### config.mk
export PLATFORM = sky130hd
export DESIGN_NAME = isc_device_flat
export DESIGN_NICKNAME = d
export VERILOG_FILES = /design/src/design/isc_pkg.sv /design/src/design/isc_link_if.sv /design/src/design/isc_device.sv /design/src/flat_wrapper.sv
export SDC_FILE = /design/constraint.sdc
export NUM_CORES = 1
export LEC_CHECK = 0
export ABC_AREA = 1
export BUFFER_PORTS_ARGS = -buffer_cell sky130_fd_sc_hd__buf_2
export CAP_MARGIN = 20
export CORE_ASPECT_RATIO = 1.5
export CORE_MARGIN = 2
export CORE_UTILIZATION = 40
export CTS_CLUSTER_SIZE = 30
export DETAILED_ROUTE_END_ITERATION = 6
export HOLD_SLACK_MARGIN = 0.08
export PLACE_DENSITY = 0.7
export SLEW_MARGIN = 20
export SYNTH_ARGS = -nofsm -noshare
export SYNTH_HDL_FRONTEND = slang
export SYNTH_SLANG_ARGS = --single-unit
### constraint.sdc
create_clock -name core_clk -period 9.1 [get_ports core_clk]
set_input_delay 1.82 -clock core_clk [delete_from_list [all_inputs] [get_ports core_clk]]
set_output_delay 1.82 -clock core_clk [all_outputs]
set_load 0.05 [all_outputs]
### src/design/isc_pkg.sv
// Shared constants and types for the idle-state coordinator
package isc_pkg;
   // -----------------------------------------------------------------
   // Ordered idle-state codes: deeper state, larger code
   // -----------------------------------------------------------------
   localparam logic [2:0] CS_C0 = 3'h0;
   localparam logic [2:0] CS_C1 = 3'h1;
   localparam logic [2:0] CS_C2 = 3'h2;
   localparam logic [2:0] CS_C3 = 3'h3;
   localparam logic [2:0] CS_C4 = 3'h4;
   localparam logic [2:0] CS_C6 = 3'h5;

   // -----------------------------------------------------------------
   // Idle-state configuration register fields
   // -----------------------------------------------------------------
   localparam int         CFG_W           = 8;
   localparam logic [7:0] CFG_RST         = 8'h00;
   localparam int         CFG_DEMOTE_C3   = 0;
   localparam int         CFG_DEMOTE_C1   = 1;
   localparam int         CFG_EXT_C1      = 2;

   // -----------------------------------------------------------------
   // Sequencing counts, in core_clk cycles
   // -----------------------------------------------------------------
   localparam logic [7:0]  FLUSH_CYCLES   = 8'h08;
   localparam logic [7:0]  SAVE_CYCLES    = 8'h08;
   localparam logic [7:0]  RESTORE_CYCLES = 8'h08;
   localparam logic [7:0]  VSTEP_CYCLES   = 8'h04;
   localparam logic [15:0] RES_THRESH_DEF = 16'h0100;

   typedef enum logic [2:0] {
      PW_RUN,
      PW_FLUSH,
      PW_GATED,
      PW_SAVE,
      PW_OFF,
      PW_RESTORE
   } isc_pwr_type;

   function automatic logic [2:0] isc_min(input logic [2:0] a, input logic [2:0] b);
      return (a < b) ? a : b;
   endfunction
endpackage

### src/design/isc_link_if.sv
// Link between the processor coordinator and the platform chipset logic
`timescale 1ns/1ps
interface isc_link_if;
   logic       stop_clock_request;
   logic       stop_grant_ack;
   logic [2:0] pkg_req;
   logic [2:0] pkg_grant;
   logic       break_valid;
   logic       break_core;
   logic       break_masked;
   logic       break_mem;
   logic       keep_high;

   modport device (
      input  stop_clock_request,
      output stop_grant_ack,
      output pkg_req,
      input  pkg_grant,
      input  break_valid,
      input  break_core,
      input  break_masked,
      input  break_mem,
      input  keep_high
   );

   modport platform (
      output stop_clock_request,
      input  stop_grant_ack,
      input  pkg_req,
      output pkg_grant,
      output break_valid,
      output break_core,
      output break_masked,
      output break_mem,
      output keep_high
   );
endinterface

### src/design/isc_device.sv
// Processor-side idle-state coordinator: threads, cores, package
`timescale 1ns/1ps
module isc_device #(
   parameter int          NC         = 2,
   parameter int          NT         = 2,
   parameter logic [15:0] RES_THRESH = isc_pkg::RES_THRESH_DEF
) (
   input  wire logic                   core_clk,
   input  wire logic                   resetn,
   isc_link_if.device                  lnk,
   input  wire logic                   sys_reset,
   input  wire logic [NC*NT-1:0]       req_valid,
   input  wire logic [NC*NT-1:0][2:0]  req_state,
   input  wire logic [NC*NT-1:0]       req_monitor_wait_request,
   input  wire logic [NC-1:0]          system_mgmt_interrupt,
   input  wire logic [NC-1:0]          init_request,
   input  wire logic [NC-1:0][1:0]     local_interrupt_lines,
   input  wire logic [NC-1:0]          bus_intr_msg,
   input  wire logic [NC-1:0]          monitor_event,
   input  wire logic [NC-1:0]          bus_snoop,
   input  wire logic [NC-1:0]          thread_snoop,
   input  wire logic                   cfg_wr,
   input  wire logic [7:0]             cfg_wdata,
   output logic [7:0]                  cfg_rdata,
   output logic [NC*NT-1:0][2:0]       thread_state,
   output logic [NC-1:0][2:0]          core_state,
   output logic [NC-1:0]               stop_granted,
   output logic [NC-1:0]               snoop_active,
   output logic [NC-1:0]               deeper_sleep_req,
   output logic [NC-1:0]               cache_flush,
   output logic [NC-1:0]               clocks_stopped,
   output logic [NC-1:0]               state_save,
   output logic [NC-1:0]               supply_off,
   output logic [NC-1:0]               state_restore,
   output logic [NC-1:0]               break_fwd,
   output logic [2:0]                  pkg_state,
   output logic                        freq_low,
   output logic                        volt_low
);
   // ----------------------------------------------------------------
   // State
   // ----------------------------------------------------------------
   logic [7:0]                cfg_r,  cfg_nxt;
   logic [NC*NT-1:0][2:0]     ts_r,   ts_nxt;
   logic [NC*NT-1:0]          mw_r,   mw_nxt;
   logic [NC-1:0][2:0]        cs_r,   cs_nxt;
   logic [NC-1:0]             sg_r,   sg_nxt;
   logic [NC-1:0]             snp_r,  snp_nxt;
   logic [NC-1:0]             dsr_r,  dsr_nxt;
   logic [NC-1:0]             bfw_r,  bfw_nxt;
   logic [NC-1:0]             rok_r,  rok_nxt;
   logic [NC-1:0][15:0]       res_r,  res_nxt;
   logic [NC-1:0][7:0]        pc_r,   pc_nxt;
   isc_pkg::isc_pwr_type      pw_r [NC], pw_nxt [NC];
   logic [2:0]                preq_r, preq_nxt;
   logic [2:0]                pk_r,   pk_nxt;
   logic                      hold_r, hold_nxt;
   logic                      ack_r,  ack_nxt;
   logic                      fl_r,   fl_nxt;
   logic                      vl_r,   vl_nxt;
   logic [7:0]                vc_r,   vc_nxt;
   logic [NC-1:0]             brk;
   logic [NC-1:0]             halt_brk;
   logic [NC-1:0][2:0]        raw;

   // ----------------------------------------------------------------
   // Thread and core resolution
   // ----------------------------------------------------------------
   always_comb begin
      cfg_nxt  = cfg_wr ? cfg_wdata : cfg_r;
      ts_nxt   = ts_r;
      mw_nxt   = mw_r;
      cs_nxt   = cs_r;
      sg_nxt   = sg_r;
      snp_nxt  = '0;
      dsr_nxt  = '0;
      bfw_nxt  = '0;
      rok_nxt  = rok_r;
      res_nxt  = res_r;
      pc_nxt   = pc_r;
      brk      = '0;
      halt_brk = '0;
      raw      = '0;
      ack_nxt  = 1'b0;
      for (int c = 0; c < NC; c++) begin
         pw_nxt[c]   = pw_r[c];
         brk[c]      = lnk.break_valid && (lnk.break_core == 1'(c));
         bfw_nxt[c]  = brk[c];
         halt_brk[c] = system_mgmt_interrupt[c] | init_request[c] | (|local_interrupt_lines[c]) | bus_intr_msg[c];
         for (int t = 0; t < NT; t++) begin
            if (sys_reset) begin
               ts_nxt[c*NT+t] = isc_pkg::CS_C0;
            end else if (brk[c] && !lnk.break_masked && !lnk.break_mem) begin
               ts_nxt[c*NT+t] = isc_pkg::CS_C0;
            end else if (halt_brk[c] && !lnk.stop_clock_request && ts_r[c*NT+t] != isc_pkg::CS_C0) begin
               ts_nxt[c*NT+t] = isc_pkg::CS_C0;
            end else if (monitor_event[c] && mw_r[c*NT+t] && !lnk.stop_clock_request) begin
               ts_nxt[c*NT+t] = isc_pkg::CS_C0;
            end else if (req_valid[c*NT+t] && ts_r[c*NT+t] == isc_pkg::CS_C0) begin
               ts_nxt[c*NT+t] = req_state[c*NT+t];
               mw_nxt[c*NT+t] = req_monitor_wait_request[c*NT+t];
            end
         end
         // Core takes the shallowest thread state
         raw[c] = ts_nxt[c*NT];
         for (int t = 1; t < NT; t++) begin
            raw[c] = isc_pkg::isc_min(raw[c], ts_nxt[c*NT+t]);
         end
         cs_nxt[c]  = raw[c];
         dsr_nxt[c] = (raw[c] == isc_pkg::CS_C4);
         // Demote C6 until the last deep residency was long enough
         if (raw[c] == isc_pkg::CS_C6 && !rok_r[c]) begin
            if (cfg_r[isc_pkg::CFG_DEMOTE_C3]) begin
               cs_nxt[c] = isc_pkg::CS_C3;
            end else if (cfg_r[isc_pkg::CFG_DEMOTE_C1]) begin
               cs_nxt[c] = isc_pkg::CS_C1;
            end
         end
         if (cs_r[c] >= isc_pkg::CS_C3 && cs_nxt[c] < isc_pkg::CS_C3) begin
            rok_nxt[c] = (res_r[c] >= RES_THRESH);
            res_nxt[c] = '0;
         end else if (cs_r[c] >= isc_pkg::CS_C3 && res_r[c] != 16'hFFFF) begin
            res_nxt[c] = res_r[c] + 16'h0001;
         end
         // Stop-grant is a sub-state: release lands back in C1/C2, not C0
         sg_nxt[c] = lnk.stop_clock_request &&
                     (cs_nxt[c] == isc_pkg::CS_C1 || cs_nxt[c] == isc_pkg::CS_C2);
         if (sg_nxt[c] && !sg_r[c]) begin
            ack_nxt = 1'b1;
         end
         // Snoops only touch shallow states; deep cores stay asleep
         snp_nxt[c] = (bus_snoop[c] | thread_snoop[c]) &&
                      (cs_r[c] == isc_pkg::CS_C1 || cs_r[c] == isc_pkg::CS_C2);
         // Power sequencing for C4 and C6
         case (pw_r[c])
            isc_pkg::PW_RUN: begin
               pc_nxt[c] = '0;
               if (cs_nxt[c] == isc_pkg::CS_C6) begin
                  pw_nxt[c] = isc_pkg::PW_SAVE;
               end else if (cs_nxt[c] == isc_pkg::CS_C4) begin
                  pw_nxt[c] = isc_pkg::PW_FLUSH;
               end
            end
            isc_pkg::PW_FLUSH: begin
               pc_nxt[c] = pc_r[c] + 8'h01;
               if (pc_r[c] == isc_pkg::FLUSH_CYCLES - 8'h01) begin
                  pw_nxt[c] = isc_pkg::PW_GATED;
               end
            end
            isc_pkg::PW_GATED: begin
               pc_nxt[c] = '0;
               if (cs_nxt[c] == isc_pkg::CS_C6) begin
                  pw_nxt[c] = isc_pkg::PW_SAVE;
               end else if (cs_nxt[c] < isc_pkg::CS_C4) begin
                  pw_nxt[c] = isc_pkg::PW_RUN;
               end
            end
            isc_pkg::PW_SAVE: begin
               pc_nxt[c] = pc_r[c] + 8'h01;
               if (pc_r[c] == isc_pkg::SAVE_CYCLES - 8'h01) begin
                  pw_nxt[c] = isc_pkg::PW_OFF;
               end
            end
            isc_pkg::PW_OFF: begin
               pc_nxt[c] = '0;
               if (cs_nxt[c] < isc_pkg::CS_C6) begin
                  pw_nxt[c] = isc_pkg::PW_RESTORE;
               end
            end
            isc_pkg::PW_RESTORE: begin
               pc_nxt[c] = pc_r[c] + 8'h01;
               if (pc_r[c] == isc_pkg::RESTORE_CYCLES - 8'h01) begin
                  pw_nxt[c] = isc_pkg::PW_RUN;
               end
            end
            default: begin
               pw_nxt[c] = isc_pkg::PW_RUN;
               pc_nxt[c] = '0;
            end
         endcase
      end
   end

   // ----------------------------------------------------------------
   // Package resolution and extended C1
   // ----------------------------------------------------------------
   always_comb begin
      preq_nxt = cs_nxt[0];
      for (int c = 1; c < NC; c++) begin
         preq_nxt = isc_pkg::isc_min(preq_nxt, cs_nxt[c]);
      end
      // Memory break held high while the platform asks for it
      hold_nxt = (lnk.break_valid && lnk.break_mem && lnk.keep_high) ||
                 (hold_r && lnk.keep_high);
      // Cores keep their own deeper states; only the package is capped
      pk_nxt = isc_pkg::isc_min(preq_r, lnk.pkg_grant);
      if (hold_nxt || lnk.break_valid) begin
         pk_nxt = isc_pkg::CS_C0;
      end
      fl_nxt = 1'b0;
      vl_nxt = 1'b0;
      vc_nxt = '0;
      if (cfg_r[isc_pkg::CFG_EXT_C1] && pk_r == isc_pkg::CS_C1 && pk_nxt == isc_pkg::CS_C1) begin
         fl_nxt = 1'b1;
         vc_nxt = vc_r;
         vl_nxt = vl_r;
         if (fl_r && vc_r != isc_pkg::VSTEP_CYCLES - 8'h01) begin
            vc_nxt = vc_r + 8'h01;
         end else if (fl_r) begin
            vl_nxt = 1'b1;
         end
      end
   end

   always_ff @(posedge core_clk or negedge resetn) begin
      if (!resetn) begin
         cfg_r  <= isc_pkg::CFG_RST;
         ts_r   <= '0;
         mw_r   <= '0;
         cs_r   <= '0;
         sg_r   <= '0;
         snp_r  <= '0;
         dsr_r  <= '0;
         bfw_r  <= '0;
         rok_r  <= '0;
         res_r  <= '0;
         pc_r   <= '0;
         for (int c = 0; c < NC; c++) begin
            pw_r[c] <= isc_pkg::PW_RUN;
         end
         preq_r <= isc_pkg::CS_C0;
         pk_r   <= isc_pkg::CS_C0;
         hold_r <= 1'b0;
         ack_r  <= 1'b0;
         fl_r   <= 1'b0;
         vl_r   <= 1'b0;
         vc_r   <= '0;
      end else begin
         cfg_r  <= cfg_nxt;
         ts_r   <= ts_nxt;
         mw_r   <= mw_nxt;
         cs_r   <= cs_nxt;
         sg_r   <= sg_nxt;
         snp_r  <= snp_nxt;
         dsr_r  <= dsr_nxt;
         bfw_r  <= bfw_nxt;
         rok_r  <= rok_nxt;
         res_r  <= res_nxt;
         pc_r   <= pc_nxt;
         pw_r   <= pw_nxt;
         preq_r <= preq_nxt;
         pk_r   <= pk_nxt;
         hold_r <= hold_nxt;
         ack_r  <= ack_nxt;
         fl_r   <= fl_nxt;
         vl_r   <= vl_nxt;
         vc_r   <= vc_nxt;
      end
   end

   // ----------------------------------------------------------------
   // Outputs
   // ----------------------------------------------------------------
   generate
      for (genvar g = 0; g < NC; g++) begin : g_core
         assign cache_flush[g]    = (pw_r[g] == isc_pkg::PW_FLUSH);
         assign clocks_stopped[g] = (pw_r[g] == isc_pkg::PW_GATED);
         assign state_save[g]     = (pw_r[g] == isc_pkg::PW_SAVE);
         assign supply_off[g]     = (pw_r[g] == isc_pkg::PW_OFF);
         assign state_restore[g]  = (pw_r[g] == isc_pkg::PW_RESTORE);
      end
   endgenerate

   assign cfg_rdata          = cfg_r;
   assign thread_state       = ts_r;
   assign core_state         = cs_r;
   assign stop_granted       = sg_r;
   assign snoop_active       = snp_r;
   assign deeper_sleep_req   = dsr_r;
   assign break_fwd          = bfw_r;
   assign pkg_state          = pk_r;
   assign freq_low           = fl_r;
   assign volt_low           = vl_r;
   assign lnk.stop_grant_ack = ack_r;
   assign lnk.pkg_req        = preq_r;
endmodule // isc_device

### src/flat_wrapper.sv
// flat-port wrapper written by rule: the top's interface ports become plain ports
module isc_device_flat 
#(
   parameter int          NC         = 2,
   parameter int          NT         = 2,
   parameter logic [15:0] RES_THRESH = isc_pkg::RES_THRESH_DEF
)
  (core_clk, resetn, sys_reset, req_valid, req_state, req_monitor_wait_request, system_mgmt_interrupt, init_request, local_interrupt_lines, bus_intr_msg, monitor_event, bus_snoop, thread_snoop, cfg_wr, cfg_wdata, cfg_rdata, thread_state, core_state, stop_granted, snoop_active, deeper_sleep_req, cache_flush, clocks_stopped, state_save, supply_off, state_restore, break_fwd, pkg_state, freq_low, volt_low, lnk_stop_clock_request, lnk_stop_grant_ack, lnk_pkg_req, lnk_pkg_grant, lnk_break_valid, lnk_break_core, lnk_break_masked, lnk_break_mem, lnk_keep_high);
  isc_link_if lnk_i ();
  input  wire logic core_clk;
  input  wire logic resetn;
  input  wire logic sys_reset;
  input  wire logic [NC*NT-1:0] req_valid;
  input  wire logic [NC*NT-1:0][2:0] req_state;
  input  wire logic [NC*NT-1:0] req_monitor_wait_request;
  input  wire logic [NC-1:0] system_mgmt_interrupt;
  input  wire logic [NC-1:0] init_request;
  input  wire logic [NC-1:0][1:0] local_interrupt_lines;
  input  wire logic [NC-1:0] bus_intr_msg;
  input  wire logic [NC-1:0] monitor_event;
  input  wire logic [NC-1:0] bus_snoop;
  input  wire logic [NC-1:0] thread_snoop;
  input  wire logic cfg_wr;
  input  wire logic [7:0] cfg_wdata;
  output logic [7:0] cfg_rdata;
  output logic [NC*NT-1:0][2:0] thread_state;
  output logic [NC-1:0][2:0] core_state;
  output logic [NC-1:0] stop_granted;
  output logic [NC-1:0] snoop_active;
  output logic [NC-1:0] deeper_sleep_req;
  output logic [NC-1:0] cache_flush;
  output logic [NC-1:0] clocks_stopped;
  output logic [NC-1:0] state_save;
  output logic [NC-1:0] supply_off;
  output logic [NC-1:0] state_restore;
  output logic [NC-1:0] break_fwd;
  output logic [2:0] pkg_state;
  output logic freq_low;
  output logic volt_low;
  input wire logic [$bits(lnk_i.stop_clock_request)-1:0] lnk_stop_clock_request;
  output wire logic [$bits(lnk_i.stop_grant_ack)-1:0] lnk_stop_grant_ack;
  output wire logic [$bits(lnk_i.pkg_req)-1:0] lnk_pkg_req;
  input wire logic [$bits(lnk_i.pkg_grant)-1:0] lnk_pkg_grant;
  input wire logic [$bits(lnk_i.break_valid)-1:0] lnk_break_valid;
  input wire logic [$bits(lnk_i.break_core)-1:0] lnk_break_core;
  input wire logic [$bits(lnk_i.break_masked)-1:0] lnk_break_masked;
  input wire logic [$bits(lnk_i.break_mem)-1:0] lnk_break_mem;
  input wire logic [$bits(lnk_i.keep_high)-1:0] lnk_keep_high;
  assign lnk_i.stop_clock_request = lnk_stop_clock_request;
  assign lnk_stop_grant_ack = lnk_i.stop_grant_ack;
  assign lnk_pkg_req = lnk_i.pkg_req;
  assign lnk_i.pkg_grant = lnk_pkg_grant;
  assign lnk_i.break_valid = lnk_break_valid;
  assign lnk_i.break_core = lnk_break_core;
  assign lnk_i.break_masked = lnk_break_masked;
  assign lnk_i.break_mem = lnk_break_mem;
  assign lnk_i.keep_high = lnk_keep_high;
  isc_device #(.NC(NC), .NT(NT), .RES_THRESH(RES_THRESH)) u_core (.core_clk(core_clk), .resetn(resetn), .lnk(lnk_i), .sys_reset(sys_reset), .req_valid(req_valid), .req_state(req_state), .req_monitor_wait_request(req_monitor_wait_request), .system_mgmt_interrupt(system_mgmt_interrupt), .init_request(init_request), .local_interrupt_lines(local_interrupt_lines), .bus_intr_msg(bus_intr_msg), .monitor_event(monitor_event), .bus_snoop(bus_snoop), .thread_snoop(thread_snoop), .cfg_wr(cfg_wr), .cfg_wdata(cfg_wdata), .cfg_rdata(cfg_rdata), .thread_state(thread_state), .core_state(core_state), .stop_granted(stop_granted), .snoop_active(snoop_active), .deeper_sleep_req(deeper_sleep_req), .cache_flush(cache_flush), .clocks_stopped(clocks_stopped), .state_save(state_save), .supply_off(supply_off), .state_restore(state_restore), .break_fwd(break_fwd), .pkg_state(pkg_state), .freq_low(freq_low), .volt_low(volt_low));
endmodule
# Word level (Yosys, flattened, before mapping)
# Cells that the tools add are included.
dict set report classes {
  addsub 5
  order_cmp 14
  n_eq_ne 48
  mux 63
  n_bitwise 20
  n_reduce_logical 78
}
# cell n
set ops {}
lappend ops {{2-to-1 mux 3 bit} 47}
lappend ops {{2-to-1 mux 16 bit} 4}
lappend ops {{logical AND 1 bit} 42}
lappend ops {{== test 3 bit, second input constant} 12}
lappend ops {{one-hot mux 3 bit (6 select lines)} 2}
lappend ops {{adder 16 x 1 -> 16 bit, second input constant} 2}
lappend ops {{>= comparator 16 x 9 -> 1 bit, second input constant} 2}
lappend ops {{2-to-1 mux 8 bit} 4}
lappend ops {{inequality test 16 bit, second input constant} 2}
lappend ops {{adder 8 x 1 -> 8 bit, second input constant} 3}
lappend ops {{== test 3 x 1 -> 1 bit, second input constant} 8}
lappend ops {{== test 3 x 2 -> 1 bit, second input constant} 8}
lappend ops {{AND reduction 5 bit} 4}
lappend ops {{zero test 3 bit} 6}
lappend ops {{inequality test 2 x 1 -> 1 bit, second input constant} 9}
lappend ops {{== test 8 x 3 -> 1 bit, second input constant} 2}
lappend ops {{less-than comparator 3 bit} 4}
lappend ops {{less-than comparator 3 bit, second input constant} 4}
lappend ops {{inequality test 3 x 1 -> 1 bit, second input constant} 4}
lappend ops {{NOT 1 bit} 12}
lappend ops {{AND reduction 6 bit} 2}
lappend ops {{nonzero test 3 bit} 4}
lappend ops {{inequality test 8 x 2 -> 1 bit, second input constant} 1}
lappend ops {{OR 1 bit} 8}
lappend ops {{other kinds (10)} 32}
dict set report word_totals {
  register_bits 112
  in_bits 57
  output_inout_bits 53
  word_cells 258
}

# Depth between registers and ports, before layout
dict set report depth {
  word_depth 19
  ltp_mapped 25
  depth_no_buf 25
}

# Worst setup path before layout
# OpenSTA, ideal clock, no wires.
dict set report synth_timing {
  kind {input -> register}
  start {input lnk_break_valid}
  end {register u_core.preq_r[1] (netlist: u_core.lnk.pkg_req[1])}
  setup_ps 122
  t_arrival_ps 4439
  required_ps 8978
  setup_slack_ps 4539
  cell_stages 22
  n_path_buf 0
  cell_sequence {inv_1 nor2_1 nand2_1 nand2_1 nor2_2 nand2_2 nor2_1 inv_1 ha_1 a21oi_1 nand2_4 nand2_1 nand3_1 nor2_1 nand2_1 nand2_2 inv_1 ha_1 a21oi_1 nand2_1 nor2_1 a21oi_1}
}
# element line
set synth_lines {}
lappend synth_lines {{start: declaration} flat_wrapper.sv:44} ;# input wire logic [$bits(lnk_i.break_valid)-1:0] lnk_break_valid;
lappend synth_lines {{end signal: assignment} isc_device.sv:231} ;# preq_r <= isc_pkg::CS_C0;
lappend synth_lines {{end signal: assignment} isc_device.sv:251} ;# preq_r <= preq_nxt;
lappend synth_lines {{end: declaration} isc_device.sv:55} ;# logic [2:0] preq_r, preq_nxt;

==> metrics.csv <==
stage,metric,value,unit
run_status,status,completed,
detailed_routing,Residual DRC,0,
cts,Clock Tree Buf Depth,2,
worst_setup_path,r2r endpoint,u_core.lnk.pkg_req[1],
cts,"Clk pin slew, worst setup/hold paths",70,ps
cells_and_area,share of layout cells above drive strength 1,21.02,%
detailed_routing,Top Layer Used,met4,
sta,Final min period,4714,ps
cells_and_area,Multi-input gate area,0.002734,mm2
synth,syn nets,818,
worst_setup_path,type of the worst setup path,input port to flip-flop,
cells_and_area,most frequent cells in the layout,"138 x nand2_1, 112 x dfrtp_1, 111 x inv_1",
worst_setup_path,WP data required,9330,ps
synth,synthesized area per cell,8.062,um2
sta,Total Neg Setup Slack,0,ps
min_path,min-delay src,u_core.pc_r[0],
flow_run,Max-cap violations,0,
cts,Resize count post-CTS,0,
cells_and_area,# fillers,1454,
cells_and_area,antenna diode count,0,
detailed_routing,met3 WL,510,um
synth,#FFs+latches synth,112,
power,Static Leak,0.003577,uW
cells_and_area,"commonest non-fill, non-tap cell in the layout",nand2_1,
power,pwr dens,248.5,mW/mm2
synth,top_reg_cell synth,dfrtp_1,
synth,"Cell Area, Synth",0.005998,mm2
placement,routability cong.,0.8372,
cts,H-tree levels,3,
worst_setup_path,R2R depth,20,
detailed_routing,Vias/cell,4.878,
worst_setup_path,crit-path max cell delay,420,ps
detailed_routing,Initial DRC Count,245,
detailed_routing,DRT Wirelength,13.44,mm
synth,Ys Warns,0,
min_path,worst min-delay path endpoint,u_core.pc_r[0],
worst_setup_path,worst r2r src,u_core.thread_state[4],
floorplan,FP Rows,54,
worst_setup_path,most frequent CP cell,nand2_1,
placement,DP Wirelength,10.44,mm
global_route,vias in the first global route,5017,
worst_setup_path,CP startpoint kind,input port,
detailed_routing,Vias,5180,
synth,Mapped Cells,744,
detailed_routing,Routed Antenna Nets,0,
detailed_routing,Pre-antenna DRT Iters,4,
min_path,WHS Path Cells,1,
worst_setup_path,WP buf/inv,4,
sta,RSZ-0062 raised after global routing,no,
floorplan,I/O Pins,110,
global_route,initial antenna violation count,0,
detailed_routing,metal2 WL,7.078,mm
cts,Post-CTS Setup Bufs,0,
worst_setup_path,slowest CP cell,a21oi_1,
sta,Clock Skew,13.46,ps
cts,CTS tree,done,
worst_setup_path,Top delay family on crit path,simple AND/OR/NAND/NOR gates,
floorplan,Die W,104.0,um
synth,Post-synth EDFFs,0,
placement,PortBufs,109,
min_path,Hold Path Class,flip-flop to flip-flop,
sta,period utilization,51.80,%
cts,clk sinks,112,
global_route,Tot GR Track Use,17.37,%
sta,max-slew violations,0,
worst_setup_path,WP data arrival,4940,ps
cts,cts bufs inserted,9,
power,Max VDD drop,126.3,uV
synth,ys async rst share,100.0,%
sta,Final Hold Vio Count,0,
floorplan,Die Area,0.01601,mm2
global_route,largest net degree at the start of global routing,62,
cts,worst-skew pair later-pin latency,360,ps
floorplan,initial core utilization,41.10,%
worst_setup_path,Worst Setup End Kind,flip-flop,
sta,worst hold slack,461.1,ps
cells_and_area,Final Util,48.47,%
worst_setup_path,Worst Path Max Fanout,6,
detailed_routing,DR WL/cell,12.65,um
cells_and_area,area grow syn2layout,17.92,%
synth,post-synthesis sequential area ratio,46.73,%
floorplan,chip height,154.0,um
floorplan,Placeable Area,0.01459,mm2
cts,"Hold-fix buffers, CTS",0,
sta,Setup Viol. Count Final,0,
sta,Max-slew headroom,47.32,%
detailed_routing,routed length on met1,5.537,mm
cts,Root Buffer,clkbuf_16,
global_route,grt ovf,0,
synth,Synth cell types,39,
sta,f_max,0.2121,GHz
sta,slew of the pin with the lowest slew margin,779.9,ps
worst_setup_path,crit-path cells,buf_2 > inv_1 > nor2_1 > nand2_1 > nand2_1 > nor2_2 > nand2_2 > nor2_1 > inv_1 > ha_1 > a21oi_1 > nand2_4 > nand2_1 > nand3_1 > nor2_1 > nand2_1 > nand2_2 > inv_1 > ha_1 > a21oi_1 > nand2_1 > nor2_1 > a21oi_1,
global_route,global-route wire length before repair,22.67,mm
cells_and_area,NumNets Final,935,
cells_and_area,sequential cell area,0.002803,mm2
worst_setup_path,flop2flop setup slack,5580,ps
## stage by stage
step | setup slack [ps] | instances | cell area (um2) | power, uW
floorplan | 4539 | 744 | 5998 | 1197
global placement | 4195 | 1046 | 6769 | 1355
detailed placement | 4049 | 1046 | 6769 | 1365
CTS | 4420 | 1062 | 7073 | 1775
global route | 4060 | 1062 | 7073 | 1883
finish | 4386 | 1062 | 7073 | 1757
## report_power, final
part           switching (uW)  internal [uW]
sequential               97.5            608
combinational             451            197
clock                     187            217
total                     735           1020
## worst max path at each step
stage                    start                    end  cells past startpoint
3_3_place_gp   lnk_break_valid  u_core.lnk.pkg_req[0]                     23
2_1_floorplan  lnk_break_valid  u_core.lnk.pkg_req[1]                     22
3_5_place_dp   lnk_break_valid  u_core.lnk.pkg_req[1]                     23
5_1_grt        lnk_break_valid  u_core.lnk.pkg_req[1]                     23
4_1_cts        lnk_break_valid  u_core.lnk.pkg_req[1]                     23
6_report       lnk_break_valid  u_core.lnk.pkg_req[1]                     23
## layer usage
metal  GRT usage (%)  up-vias
li1                -     2649
met1           20.00     2396
met2           31.48      113
met3           3.095       22
met4           7.400        0
met5               0        -
## cells by family after synthesis
kind of cell / Yosys count / synth area share (%)
AND/OR/NAND/NOR: 378 / 29.56
adder cells (fa/ha/maj): 17 / 3.546
AO/OA/AOI/OAI: 95 / 8.865
multiplexers: 6 / 1.126
buffers and inverters: 119 / 7.697
XOR/XNOR: 17 / 2.482
flip-flops: 112 / 46.73
## synthesized netlist by cell type (6+ instances only)
cell,count,area [um2]
o21ai_0,36,180.2
nor4_1,11,68.82
a21oi_1,30,150.1
nor2_2,14,87.58
nand3_1,51,255.2
xor2_1,13,113.9
ha_1,17,212.7
nor3_1,17,85.08
nand2_4,7,78.83
inv_1,111,416.7
nand2_1,138,518.0
o21ai_1,8,40.04
mux2_2,6,67.56
nand4_1,13,81.33
dfrtp_1,112,2803
nand2_2,13,81.33
nor2_1,100,375.4
## worst reg2reg max path, stage by stage, from the launching register on
cell and delay [ps]:
dfrtp_1 410, nor2_1 180, nand2_1 70, nand3_1 120, nand2_2 90, nor2_1 210, inv_1 70, ha_1 300
a21oi_1 420, nand2_4 90, nand2_1 90, nand3_1 60, nor2_1 140, nand2_1 80, nand2_2 140, inv_1 110
ha_1 330, a21oi_1 200, nand2_1 130, nor2_1 100, a21oi_1 50
## registers in the layout (all words and copies together), names as in the netlist, 4 cells and up
| register | count |
|---|---|
| u_core.cfg_rdata | 8 |
| u_core.core_state | 6 |
| u_core.mw_r | 4 |
| u_core.pc_r | 16 |
| u_core.pw_r | 6 |
| u_core.res_r | 32 |
| u_core.thread_state | 12 |
| u_core.vc_r | 8 |
## layout make-up
class,count,share of cell area (%)
Sequential cell,112,39.63
Multi-Input combinational cell,513,38.65
Timing Repair Buffer,110,7.854
Inverter,115,6.103
Tap cell,196,3.467
Clock buffer,9,3.184
Clock inverter,7,1.114
No activity file was read; power rests on OpenSTA's default activity.
